### src/shared/image_map_pkg.sv
// Constants for the fieldbus cyclic I/O image mapper.
// Assumes a single 10 MHz clock and an APB register port.
package image_map_pkg;
	// Image length selections
	localparam logic [1:0] LEN_BASIC = 2'h0;
	localparam logic [1:0] LEN_EXT1 = 2'h1;
	localparam logic [1:0] LEN_EXT2 = 2'h2;
	localparam logic [5:0] BYTES_BASIC = 6'h06;
	localparam logic [5:0] BYTES_EXT1 = 6'h20;
	localparam logic [5:0] BYTES_EXT2 = 6'h0c;
	// Message area bases and handshake byte positions
	localparam logic [4:0] MSG_BASE_EXT1 = 5'h10;
	localparam logic [4:0] MSG_HS_EXT1 = 5'h1f;
	localparam logic [4:0] MSG_BASE_EXT2 = 5'h04;
	localparam logic [4:0] MSG_HS_EXT2 = 5'h0b;
	// Setting codes
	localparam logic [1:0] CM_VF = 2'h0;
	localparam logic [1:0] CM_VF_ENC = 2'h1;
	localparam logic [1:0] CM_CLV = 2'h3;
	localparam logic [2:0] AO_THROUGH = 3'h0;
	localparam logic [3:0] DO_THROUGH = 4'hf;
	localparam logic [15:0] CURRENT_COARSE_DIV = 16'h000a;
	// APB register byte offsets
	localparam logic [7:0] REG_CONFIG = 8'h00;
	localparam logic [7:0] REG_FUNC = 8'h04;
	localparam logic [7:0] REG_STATUS = 8'h08;
	// Config register fields
	localparam int CFG_FMT = 0;
	localparam int CFG_LEN_LO = 1;
	localparam int CFG_CM_LO = 3;
	localparam int CFG_TNS = 5;
	localparam int CFG_TMODE = 6;
	localparam int CFG_LARGE = 7;
	// Function register fields
	localparam int FN_FM_LO = 0;
	localparam int FN_AM_LO = 3;
	localparam int FN_RELAY_LO = 8;
	localparam int FN_OC1_LO = 12;
	localparam int FN_OC2_LO = 16;
	// Reset values
	localparam logic [31:0] CONFIG_RESET = 32'h0000_0000;
	localparam logic [31:0] FUNC_RESET = 32'h0000_0000;
	// Fast data forwarding deadline
	localparam int CLK_PERIOD_NS = 100;
	localparam int FAST_FWD_MAX_NS = 2000000;
	localparam int FAST_FWD_CYCLES = FAST_FWD_MAX_NS / CLK_PERIOD_NS;
endpackage : image_map_pkg

### src/hdl/fieldbus_io_image_mapper.sv
// Cyclic I/O image mapper between a fieldbus byte stream and drive words.
// Assumes bytes arrive synchronous to clock_in, one per valid cycle.
`timescale 1ns/1ns
module fieldbus_io_image_mapper #(
	parameter int FWD_CYCLES = image_map_pkg::FAST_FWD_CYCLES
) (
	input wire logic clock_in,
	input wire logic srst_in,
	// APB slave
	input wire logic psel_in,
	input wire logic penable_in,
	input wire logic pwrite_in,
	input wire logic [7:0] paddr_in,
	input wire logic [31:0] pwdata_in,
	output logic [31:0] prdata_out,
	output logic pready_out,
	output logic pslverr_out,
	// Output image stream from master
	input wire logic rx_valid_in,
	input wire logic [7:0] rx_byte_in,
	input wire logic rx_last_in,
	// Input image byte reads toward master
	input wire logic tx_rd_in,
	input wire logic [4:0] tx_index_in,
	output logic [7:0] tx_byte_out,
	output logic tx_valid_out,
	// Drive command side
	output logic cmd_update_out,
	output logic [15:0] op_command_out,
	output logic [15:0] freq_ref_out,
	output logic [15:0] torque_ref_out,
	output logic [15:0] torque_limit_out,
	output logic [15:0] torque_comp_out,
	output logic [15:0] analog_out1_out,
	output logic [15:0] analog_out2_out,
	output logic relay_out,
	output logic open_collector1_out,
	output logic open_collector2_out,
	// Drive monitor side
	input wire logic [15:0] drive_status_in,
	input wire logic [15:0] motor_speed_in,
	input wire logic [15:0] output_freq_in,
	input wire logic [15:0] output_current_in,
	input wire logic [15:0] torque_monitor_in,
	input wire logic [15:0] encoder_count_in,
	input wire logic [15:0] freq_ref_monitor_in,
	input wire logic [15:0] analog_in_in,
	// Message area toward the drive's message engine
	output logic msg_req_out,
	output logic [7:0] msg_func_out,
	output logic [15:0] msg_addr_out,
	output logic [7:0] msg_count_out,
	output logic [63:0] msg_data_out,
	input wire logic msg_done_in,
	input wire logic [7:0] msg_rep_func_in,
	input wire logic [15:0] msg_rep_addr_in,
	input wire logic [7:0] msg_rep_count_in,
	input wire logic [63:0] msg_rep_data_in
);
	// ****************************************
	// Settings registers
	// ****************************************
	logic [31:0] config_ff; // Format, length, control method, torque
	logic [31:0] func_ff; // Analog and digital output functions
	logic apb_wr; // Completing write
	logic apb_hit; // Address maps to a register
	logic fmt_conv; // Conventional layouts selected
	logic [1:0] len_sel; // Image length selection
	logic [1:0] cm; // Control method select
	logic is_vf; // Volts-per-hertz control
	logic [5:0] img_bytes; // Bytes in the configured image
	logic msg_busy_ff; // Message handed to the drive
	logic [7:0] hs_taken_ff; // Handshake of the last request taken
	logic [7:0] hs_reply_ff; // Handshake returned with the reply

	assign apb_wr = psel_in & penable_in & pready_out & pwrite_in;
	assign apb_hit = (paddr_in == image_map_pkg::REG_CONFIG) ||
		(paddr_in == image_map_pkg::REG_FUNC) ||
		(paddr_in == image_map_pkg::REG_STATUS);
	assign fmt_conv = config_ff[image_map_pkg::CFG_FMT];
	assign len_sel = config_ff[image_map_pkg::CFG_LEN_LO +: 2];
	assign cm = config_ff[image_map_pkg::CFG_CM_LO +: 2];
	assign is_vf = (cm == image_map_pkg::CM_VF) ||
		(cm == image_map_pkg::CM_VF_ENC);

	// Image length from the master's configuration
	always_comb begin
		case (len_sel)
			image_map_pkg::LEN_EXT1: img_bytes = image_map_pkg::BYTES_EXT1;
			image_map_pkg::LEN_EXT2: img_bytes = image_map_pkg::BYTES_EXT2;
			default: img_bytes = image_map_pkg::BYTES_BASIC;
		endcase
	end

	// Register writes
	always_ff @(posedge clock_in) begin
		if (srst_in) begin
			config_ff <= image_map_pkg::CONFIG_RESET;
			func_ff <= image_map_pkg::FUNC_RESET;
		end else if (apb_wr) begin
			if (paddr_in == image_map_pkg::REG_CONFIG) begin
				config_ff <= {24'h000000, pwdata_in[7:0]};
			end else if (paddr_in == image_map_pkg::REG_FUNC) begin
				func_ff <= {12'h000, pwdata_in[19:8], 2'h0, pwdata_in[5:0]};
			end
		end
	end

	// APB answer: no wait states, read data and error with pready
	always_ff @(posedge clock_in) begin
		if (srst_in) begin
			pready_out <= 1'b0;
			pslverr_out <= 1'b0;
			prdata_out <= 32'h0000_0000;
		end else begin
			pready_out <= psel_in & ~penable_in;
			pslverr_out <= psel_in & ~penable_in & ~apb_hit;
			if (psel_in & ~penable_in & ~pwrite_in) begin
				case (paddr_in)
					image_map_pkg::REG_CONFIG: prdata_out <= config_ff;
					image_map_pkg::REG_FUNC: prdata_out <= func_ff;
					image_map_pkg::REG_STATUS: prdata_out <= {15'h0000,
						msg_busy_ff, hs_reply_ff, hs_taken_ff};
					default: prdata_out <= 32'h0000_0000;
				endcase
			end else begin
				prdata_out <= 32'h0000_0000;
			end
		end
	end

	// ****************************************
	// Output image capture
	// ****************************************
	logic [7:0] rx_buf [0:31]; // Staging copy of the output image
	logic [5:0] rx_idx_ff; // Next byte position
	logic [15:0] fwd_cnt_ff; // Cycles since frame's first byte
	logic commit_ff; // Decode staging copy this cycle
	logic frame_open; // Bytes held but not yet decoded

	assign frame_open = (rx_idx_ff != 6'h00);

	// Store bytes inside the image length; excess bytes dropped
	always_ff @(posedge clock_in) begin
		if (srst_in) begin
			rx_idx_ff <= 6'h00;
		end else if (rx_valid_in) begin
			if (rx_last_in) begin
				rx_idx_ff <= 6'h00;
			end else if (rx_idx_ff != 6'h3f) begin
				rx_idx_ff <= rx_idx_ff + 6'h01;
			end
		end else if (fwd_cnt_ff >= 16'(FWD_CYCLES - 1)) begin
			rx_idx_ff <= 6'h00;
		end
	end

	// Staging array write
	always_ff @(posedge clock_in) begin
		if (rx_valid_in && (rx_idx_ff < img_bytes)) begin
			rx_buf[rx_idx_ff[4:0]] <= rx_byte_in;
		end
	end

	// Deadline counter: a frame never closed is decoded in the first cycle without a byte from the deadline on
	always_ff @(posedge clock_in) begin
		if (srst_in) begin
			fwd_cnt_ff <= 16'h0000;
			commit_ff <= 1'b0;
		end else begin
			commit_ff <= (rx_valid_in & rx_last_in) |
				(frame_open & ~rx_valid_in &
				(fwd_cnt_ff >= 16'(FWD_CYCLES - 1)));
			if ((rx_valid_in & rx_last_in) || commit_ff) begin
				fwd_cnt_ff <= 16'h0000;
			end else if (frame_open || rx_valid_in) begin
				fwd_cnt_ff <= fwd_cnt_ff + 16'h0001;
			end
		end
	end

	// Big-endian word from two staged bytes
	function automatic logic [15:0] word_at(input logic [4:0] idx);
		word_at = {rx_buf[idx], rx_buf[idx + 5'h01]};
	endfunction : word_at

	// ****************************************
	// Fast data decode toward the drive
	// ****************************************
	logic take_torque; // Network torque accepted
	logic [15:0] torque_field; // Torque field of the image

	assign take_torque = (cm == image_map_pkg::CM_CLV) &&
		config_ff[image_map_pkg::CFG_TNS];
	// Bytes read directly: an assign calling a function misses array updates
	assign torque_field = {rx_buf[5'h04], rx_buf[5'h05]};

	// Command, reference and torque words
	always_ff @(posedge clock_in) begin
		if (srst_in) begin
			cmd_update_out <= 1'b0;
			op_command_out <= 16'h0000;
			freq_ref_out <= 16'h0000;
			torque_ref_out <= 16'h0000;
			torque_limit_out <= 16'h0000;
			torque_comp_out <= 16'h0000;
		end else begin
			cmd_update_out <= commit_ff & fmt_conv;
			if (commit_ff && fmt_conv) begin
				op_command_out <= word_at(5'h00);
				freq_ref_out <= word_at(5'h02);
				// Extended two carries no torque field
				if (take_torque && (len_sel != image_map_pkg::LEN_EXT2)) begin
					if (config_ff[image_map_pkg::CFG_TMODE]) begin
						torque_ref_out <= torque_field;
					end else begin
						torque_limit_out <= torque_field;
					end
				end
				// Compensation is in extended one only
				if ((cm == image_map_pkg::CM_CLV) &&
						(len_sel == image_map_pkg::LEN_EXT1)) begin
					torque_comp_out <= word_at(5'h06);
				end
			end
		end
	end

	// Analog and digital outputs, extended one only
	always_ff @(posedge clock_in) begin
		if (srst_in) begin
			analog_out1_out <= 16'h0000;
			analog_out2_out <= 16'h0000;
			relay_out <= 1'b0;
			open_collector1_out <= 1'b0;
			open_collector2_out <= 1'b0;
		end else if (commit_ff && fmt_conv &&
				(len_sel == image_map_pkg::LEN_EXT1)) begin
			// Bytes 8 and 9 are skipped
			if (func_ff[image_map_pkg::FN_FM_LO +: 3] ==
					image_map_pkg::AO_THROUGH) begin
				analog_out1_out <= word_at(5'h0a);
			end
			if (func_ff[image_map_pkg::FN_AM_LO +: 3] ==
					image_map_pkg::AO_THROUGH) begin
				analog_out2_out <= word_at(5'h0c);
			end
			if (func_ff[image_map_pkg::FN_RELAY_LO +: 4] ==
					image_map_pkg::DO_THROUGH) begin
				relay_out <= rx_buf[5'h0f][0];
			end
			if (func_ff[image_map_pkg::FN_OC1_LO +: 4] ==
					image_map_pkg::DO_THROUGH) begin
				open_collector1_out <= rx_buf[5'h0f][1];
			end
			if (func_ff[image_map_pkg::FN_OC2_LO +: 4] ==
					image_map_pkg::DO_THROUGH) begin
				open_collector2_out <= rx_buf[5'h0f][2];
			end
		end
	end

	// ****************************************
	// Message area and handshake
	// ****************************************
	logic has_msg; // Format carries a message area
	logic [4:0] msg_base; // First message byte
	logic [7:0] hs_in; // Handshake byte from the master
	logic [7:0] rep_func_ff; // Reply function code
	logic [15:0] rep_addr_ff; // Reply start address
	logic [7:0] rep_count_ff; // Reply data count
	logic [63:0] rep_data_ff; // Reply data words

	assign has_msg = (len_sel == image_map_pkg::LEN_EXT1) ||
		(len_sel == image_map_pkg::LEN_EXT2);
	assign msg_base = (len_sel == image_map_pkg::LEN_EXT1) ?
		image_map_pkg::MSG_BASE_EXT1 : image_map_pkg::MSG_BASE_EXT2;
	assign hs_in = (len_sel == image_map_pkg::LEN_EXT1) ?
		rx_buf[image_map_pkg::MSG_HS_EXT1] :
		rx_buf[image_map_pkg::MSG_HS_EXT2];

	// New handshake value starts a request; reply echoes it back
	always_ff @(posedge clock_in) begin
		if (srst_in) begin
			msg_req_out <= 1'b0;
			msg_busy_ff <= 1'b0;
			hs_taken_ff <= 8'h00;
			msg_func_out <= 8'h00;
			msg_addr_out <= 16'h0000;
			msg_count_out <= 8'h00;
			msg_data_out <= 64'h0;
		end else begin
			msg_req_out <= 1'b0;
			if (msg_busy_ff && msg_done_in) begin
				msg_busy_ff <= 1'b0;
			end else if (commit_ff && fmt_conv && has_msg && !msg_busy_ff &&
					(hs_in != hs_taken_ff)) begin
				msg_req_out <= 1'b1;
				msg_busy_ff <= 1'b1;
				hs_taken_ff <= hs_in;
				msg_func_out <= rx_buf[msg_base];
				msg_addr_out <= word_at(msg_base + 5'h01);
				msg_count_out <= rx_buf[msg_base + 5'h03];
				if (len_sel == image_map_pkg::LEN_EXT1) begin
					msg_data_out <= {word_at(5'h14), word_at(5'h16),
						word_at(5'h18), word_at(5'h1a)};
				end else begin
					msg_data_out <= {word_at(5'h08), 48'h0};
				end
			end
		end
	end

	// Reply capture
	always_ff @(posedge clock_in) begin
		if (srst_in) begin
			hs_reply_ff <= 8'h00;
			rep_func_ff <= 8'h00;
			rep_addr_ff <= 16'h0000;
			rep_count_ff <= 8'h00;
			rep_data_ff <= 64'h0;
		end else if (msg_busy_ff && msg_done_in) begin
			hs_reply_ff <= hs_taken_ff;
			rep_func_ff <= msg_rep_func_in;
			rep_addr_ff <= msg_rep_addr_in;
			rep_count_ff <= msg_rep_count_in;
			rep_data_ff <= msg_rep_data_in;
		end
	end

	// ****************************************
	// Input image toward the master
	// ****************************************
	logic [15:0] cur_word; // Scaled output current
	logic [15:0] speed_word; // Speed field for this format
	logic [15:0] tmon_word; // Torque monitor or zero
	logic [7:0] nxt_tx_byte; // Byte at the requested position

	// Current step 0.01 A small drives, 0.1 A large drives
	assign cur_word = config_ff[image_map_pkg::CFG_LARGE] ?
		(output_current_in / image_map_pkg::CURRENT_COARSE_DIV) :
		output_current_in;
	assign tmon_word = is_vf ? 16'h0000 : torque_monitor_in;

	// Speed field: V/f substitution differs per format
	always_comb begin
		speed_word = motor_speed_in;
		if (is_vf) begin
			if (len_sel == image_map_pkg::LEN_EXT1) begin
				speed_word = 16'h0000;
			end else begin
				speed_word = output_freq_in;
			end
		end
	end

	// Byte mux, high byte first for every pair
	always_comb begin
		nxt_tx_byte = 8'h00;
		if (!fmt_conv || ({1'b0, tx_index_in} >= img_bytes)) begin
			nxt_tx_byte = 8'h00;
		end else begin
			case (tx_index_in)
				5'h00: nxt_tx_byte = drive_status_in[15:8];
				5'h01: nxt_tx_byte = drive_status_in[7:0];
				5'h02: nxt_tx_byte = speed_word[15:8];
				5'h03: nxt_tx_byte = speed_word[7:0];
				default: nxt_tx_byte = 8'h00;
			endcase
			case (len_sel)
				image_map_pkg::LEN_BASIC: begin
					if (tx_index_in == 5'h04) begin
						nxt_tx_byte = cur_word[15:8];
					end else if (tx_index_in == 5'h05) begin
						nxt_tx_byte = cur_word[7:0];
					end
				end
				image_map_pkg::LEN_EXT1: begin
					case (tx_index_in)
						5'h04: nxt_tx_byte = tmon_word[15:8];
						5'h05: nxt_tx_byte = tmon_word[7:0];
						5'h06: nxt_tx_byte = encoder_count_in[15:8];
						5'h07: nxt_tx_byte = encoder_count_in[7:0];
						5'h08: nxt_tx_byte = freq_ref_monitor_in[15:8];
						5'h09: nxt_tx_byte = freq_ref_monitor_in[7:0];
						5'h0a: nxt_tx_byte = output_freq_in[15:8];
						5'h0b: nxt_tx_byte = output_freq_in[7:0];
						5'h0c: nxt_tx_byte = cur_word[15:8];
						5'h0d: nxt_tx_byte = cur_word[7:0];
						5'h0e: nxt_tx_byte = analog_in_in[15:8];
						5'h0f: nxt_tx_byte = analog_in_in[7:0];
						5'h10: nxt_tx_byte = rep_func_ff;
						5'h11: nxt_tx_byte = rep_addr_ff[15:8];
						5'h12: nxt_tx_byte = rep_addr_ff[7:0];
						5'h13: nxt_tx_byte = rep_count_ff;
						5'h14: nxt_tx_byte = rep_data_ff[63:56];
						5'h15: nxt_tx_byte = rep_data_ff[55:48];
						5'h16: nxt_tx_byte = rep_data_ff[47:40];
						5'h17: nxt_tx_byte = rep_data_ff[39:32];
						5'h18: nxt_tx_byte = rep_data_ff[31:24];
						5'h19: nxt_tx_byte = rep_data_ff[23:16];
						5'h1a: nxt_tx_byte = rep_data_ff[15:8];
						5'h1b: nxt_tx_byte = rep_data_ff[7:0];
						5'h1f: nxt_tx_byte = hs_reply_ff;
						default: begin
							if (tx_index_in > 5'h03) begin
								nxt_tx_byte = 8'h00;
							end
						end
					endcase
				end
				image_map_pkg::LEN_EXT2: begin
					case (tx_index_in)
						5'h04: nxt_tx_byte = rep_func_ff;
						5'h05: nxt_tx_byte = rep_addr_ff[15:8];
						5'h06: nxt_tx_byte = rep_addr_ff[7:0];
						5'h07: nxt_tx_byte = rep_count_ff;
						5'h08: nxt_tx_byte = rep_data_ff[63:56];
						5'h09: nxt_tx_byte = rep_data_ff[55:48];
						5'h0b: nxt_tx_byte = hs_reply_ff;
						default: begin
							if (tx_index_in > 5'h03) begin
								nxt_tx_byte = 8'h00;
							end
						end
					endcase
				end
				default: nxt_tx_byte = 8'h00;
			endcase
		end
	end

	// Registered byte answer one cycle after the read
	always_ff @(posedge clock_in) begin
		if (srst_in) begin
			tx_byte_out <= 8'h00;
			tx_valid_out <= 1'b0;
		end else begin
			tx_valid_out <= tx_rd_in;
			tx_byte_out <= tx_rd_in ? nxt_tx_byte : 8'h00;
		end
	end
endmodule : fieldbus_io_image_mapper

### config.mk
export PLATFORM = sky130hd
export DESIGN_NAME = fieldbus_io_image_mapper
export DESIGN_NICKNAME = d
export VERILOG_FILES = /design/src/shared/image_map_pkg.sv /design/src/hdl/fieldbus_io_image_mapper.sv
export SDC_FILE = /design/constraint.sdc
export NUM_CORES = 1
export LEC_CHECK = 0
export BUFFER_PORTS_ARGS = -buffer_cell sky130_fd_sc_hd__buf_4
export CAP_MARGIN = 20
export CORE_MARGIN = 2
export CORE_UTILIZATION = 30
export CTS_CLUSTER_SIZE = 24
export DETAILED_ROUTE_END_ITERATION = 8
export PLACE_DENSITY = 0.48
export SLEW_MARGIN = 20
export SYNTH_ARGS = -nofsm -noshare
export SYNTH_HDL_FRONTEND = slang
export SYNTH_SLANG_ARGS = --single-unit
### constraint.sdc
create_clock -name clock_in -period 4.12 [get_ports clock_in]
set_input_delay 0.206 -clock clock_in [delete_from_list [all_inputs] [get_ports clock_in]]
set_output_delay 0.206 -clock clock_in [all_outputs]
set_load 0.01 [all_outputs]
==> results.cfg <==
[cells_and_area]
fin_cells = 4588
multi_input_area_sq_um = 10700
final.fill_count = 8587
nets = 3674
area_growth_pct = 35.8
drive_gt1_share_pct = 24.4
register_area_sq_um = 14700

[die]
dieArea_sq_um = 89900
start_util_pct = 30.3
ios = 542
coreArea_sq_um = 86800
core.rowCount = 108
dieWidth_microns = 300
die_h_microns = 300

[logic_synthesis]
synth_top_flop_cell = dfxtp_1
synth.most_common_cell = nand2_1
synth_area_sq_um = 26300
ys_seq_area_share_pct = 56.0
synth_cell_type_count = 105
synth_common_cells = 533 x nand2_1, 406 x dfxtp_1, 301 x a21oi_1
avgSynthCellArea_sq_um = 9.73
async_flop_share_pct = 0
synth_top_area_cell = dfxtp_1
synth-edff-count = 219
synth_top_cell_area_share_pct = 31.0
synth_area_leaders = dfxtp_1 31%, edfxtp_1 25%, nand2_1 7.6%
synth_warnings = 0
synth-seq-cells = 625
synthCells = 2699

[setup_path]
ff2ff_setup_slack_ps = 630
worstPathRequired_ps = 4630
crit_fanout = 11
worstSetupEndpointType = flip-flop
cp-start-kind = input port
r2r-end = tx_byte_out[0]
cp.arrival_ps = 4460
r2r-start = config_ff[2]
rr_worst_depth = 15
criticalPathCategory = in2reg

[detailed_routing]
drt_wl_total_microns = 111000
vias = 23800
dr.pass1.iters = 7
ant_nets = 0
drtIter0Drc = 1905
viasPerCell = 5.19
wl_per_cell_microns = 24.2
drc = 0

[sta]
period_share_pct = 95.8
min_period_ps = 3950
hold_viol = 0
tns_ps = 0
tightest_slew_ps = 1200
worst_clock_skew_ps = 34.7
rsz0062_at_grt = false
layout_setup_ws_ps = 173
setup_viol = 0
slew_violations = 0
slew_headroom_pct = 19.7
fmax_ghz = 0.253

[clocking]
cts_buffer_depth = 3
clk_latency_ps = 620
cts_sinks = 625
cts_tree = done
cts.htree.levels = 3
path_clk_slew_ps = 60
cts_made_buffers = 70
cts_root_buf = clkbuf_16

[power_and_ir_drop]
power.density_nw_per_um2 = 395
vdd_drop_max_mv = 0.278
p_leak_nw = 13.0
p_total_mw = 14.1

[grt]
grt_pass1_wl_microns = 160000
antenna_found_initial = 8
grt_overflow = 0
grt_max_degree = 172
use_met2_pct = 41.3
grt_util_all_layers_pct = 23.7
top_usage_layer = met2
grt_pass1_vias = 23700
use_met1_pct = 28.8
grt.met3_usage_pct = 5.57

[place]
dpl.hpwl_microns = 80500
gp_congestion = 1.02
post-place-ws_ps = -481
place_inst = 4331
portBuffers = 517

[hold_path]
hold_class = in2reg
min_to = rx_idx_ff[0]
whs_path_depth = 5
hold_start = rx_valid_in

[flow_run]
cap_violations = 0

[status]
status = finished clean
metrics by stage:
step	util, %	hold WS (ps)	cell area (sq um)
after floorplan	-	305	26300
after global placement	36.9	440	32000
after detailed placement	36.9	445	32000
after CTS	41.0	28.6	35600
after global routing	41.1	62.3	35600
final	41.1	66.5	35600
layout by cell type (no fill, tap or decap), types with 7 or more instances in the layout:
master | Yosys | layout
a222oi_1 | 18 | 18
o211ai_1 | 18 | 18
edfxtp_1 | 219 | 219
nor4_1 | 12 | 8
a21oi_1 | 301 | 301
or3_1 | 7 | 7
a221o_1 | 9 | 9
a31oi_1 | 14 | 14
xnor2_1 | 14 | 13
nor3_1 | 25 | 24
clkbuf_16 | 0 | 71
nor2_1 | 239 | 238
ha_1 | 15 | 14
clkbuf_1 | 157 | 21
dfxtp_1 | 406 | 406
clkinv_2 | 0 | 9
nand2b_1 | 14 | 14
nand2_1 | 533 | 532
xor2_1 | 11 | 11
a221oi_1 | 44 | 44
a211oi_1 | 65 | 64
o21a_1 | 7 | 7
dlygate4sd3_1 | 0 | 124
nand3b_1 | 7 | 7
clkbuf_8 | 0 | 12
conb_1 | 1 | 12
and2_1 | 8 | 7
mux2i_1 | 108 | 108
nand4_1 | 38 | 38
a22oi_1 | 34 | 34
o31ai_1 | 15 | 15
inv_1 | 21 | 21
nand3_1 | 73 | 73
o21ai_0 | 32 | 32
a22o_1 | 36 | 36
buf_4 | 16 | 662
worst max-delay path: stages:
cell       delay (ps)
buf_4             160
and2b_1           300
nand2_1           100
buf_4             150
a2111oi_2         400
a211oi_1          170
a311o_1           390
o211a_2           220
a311oi_1          450
a32o_1            420
nor3_2            110
o31ai_1           310
a31oi_1           180
mux2_2            300
or4_1             390
a41oi_1           210
registers in the layout (all words and copies together), names as in the netlist, 16 cells and up:
signal	count
torque_ref_out	16
rep_data_ff	64
func_ff	18
analog_out1_out	16
fwd_cnt_ff	16
msg_addr_out	16
op_command_out	16
analog_out2_out	16
torque_limit_out	16
rep_addr_ff	16
torque_comp_out	16
rx_buf	219
prdata_out	20
freq_ref_out	16
msg_data_out	64
where the power goes:
group / internal (mW) / switching [mW] / total (mW)
sequential: 6.39 / 0.00536 / 6.39
clock: 3.77 / 2.66 / 6.42
combinational: 0.558 / 0.691 / 1.25
total: 10.7 / 3.35 / 14.1
cell families after synthesis:
family | Yosys count | share of synthesized area, %
simple gates | 1010 | 16.7
xor+xnor | 25 | 0.834
compound gates | 683 | 17.6
mux | 112 | 4.33
flops | 625 | 56.0
fa+ha+maj | 16 | 0.753
other cells | 1 | 0.0143
buf+inv | 227 | 3.76
area by class of cell:
type                       instances  share of cell area, %
inverter                          26                  0.274
tap                             1155                   4.05
clock inverter                    25                   1.05
multi-input combinational       1858                   30.0
antenna                            3                 0.0211
timing repair buffer             792                   17.7
clock buffer                     104                   5.67
sequential                       625                   41.2
what timing repair did:
item                       4_1_cts  5_1_grt
setup buffers                    0        0
hold endpoints to repair       129        0
setup endpoints to repair        0        2
gates resized for setup          0        4
hold buffers                   124        0
worst max-delay path by stage:
stage / startpoint / end / cells after the start
floorplan: output_current_in[13] / tx_byte_out[0] / 19
global placement: output_current_in[11] / tx_byte_out[0] / 16
detailed placement: output_current_in[11] / tx_byte_out[0] / 16
CTS: output_current_in[11] / tx_byte_out[0] / 16
global route: output_current_in[13] / tx_byte_out[0] / 16
finish: output_current_in[11] / tx_byte_out[0] / 16
routing by layer:
metal	share of wire [%]	wire, microns	vias up
met4	3.3	3620	10
met2	49	54100	867
met1	41	45100	11600
li1	-	-	11100
met3	7.2	7930	177
met5	0.052	58	-
No activity file was read; power rests on OpenSTA's default activity.
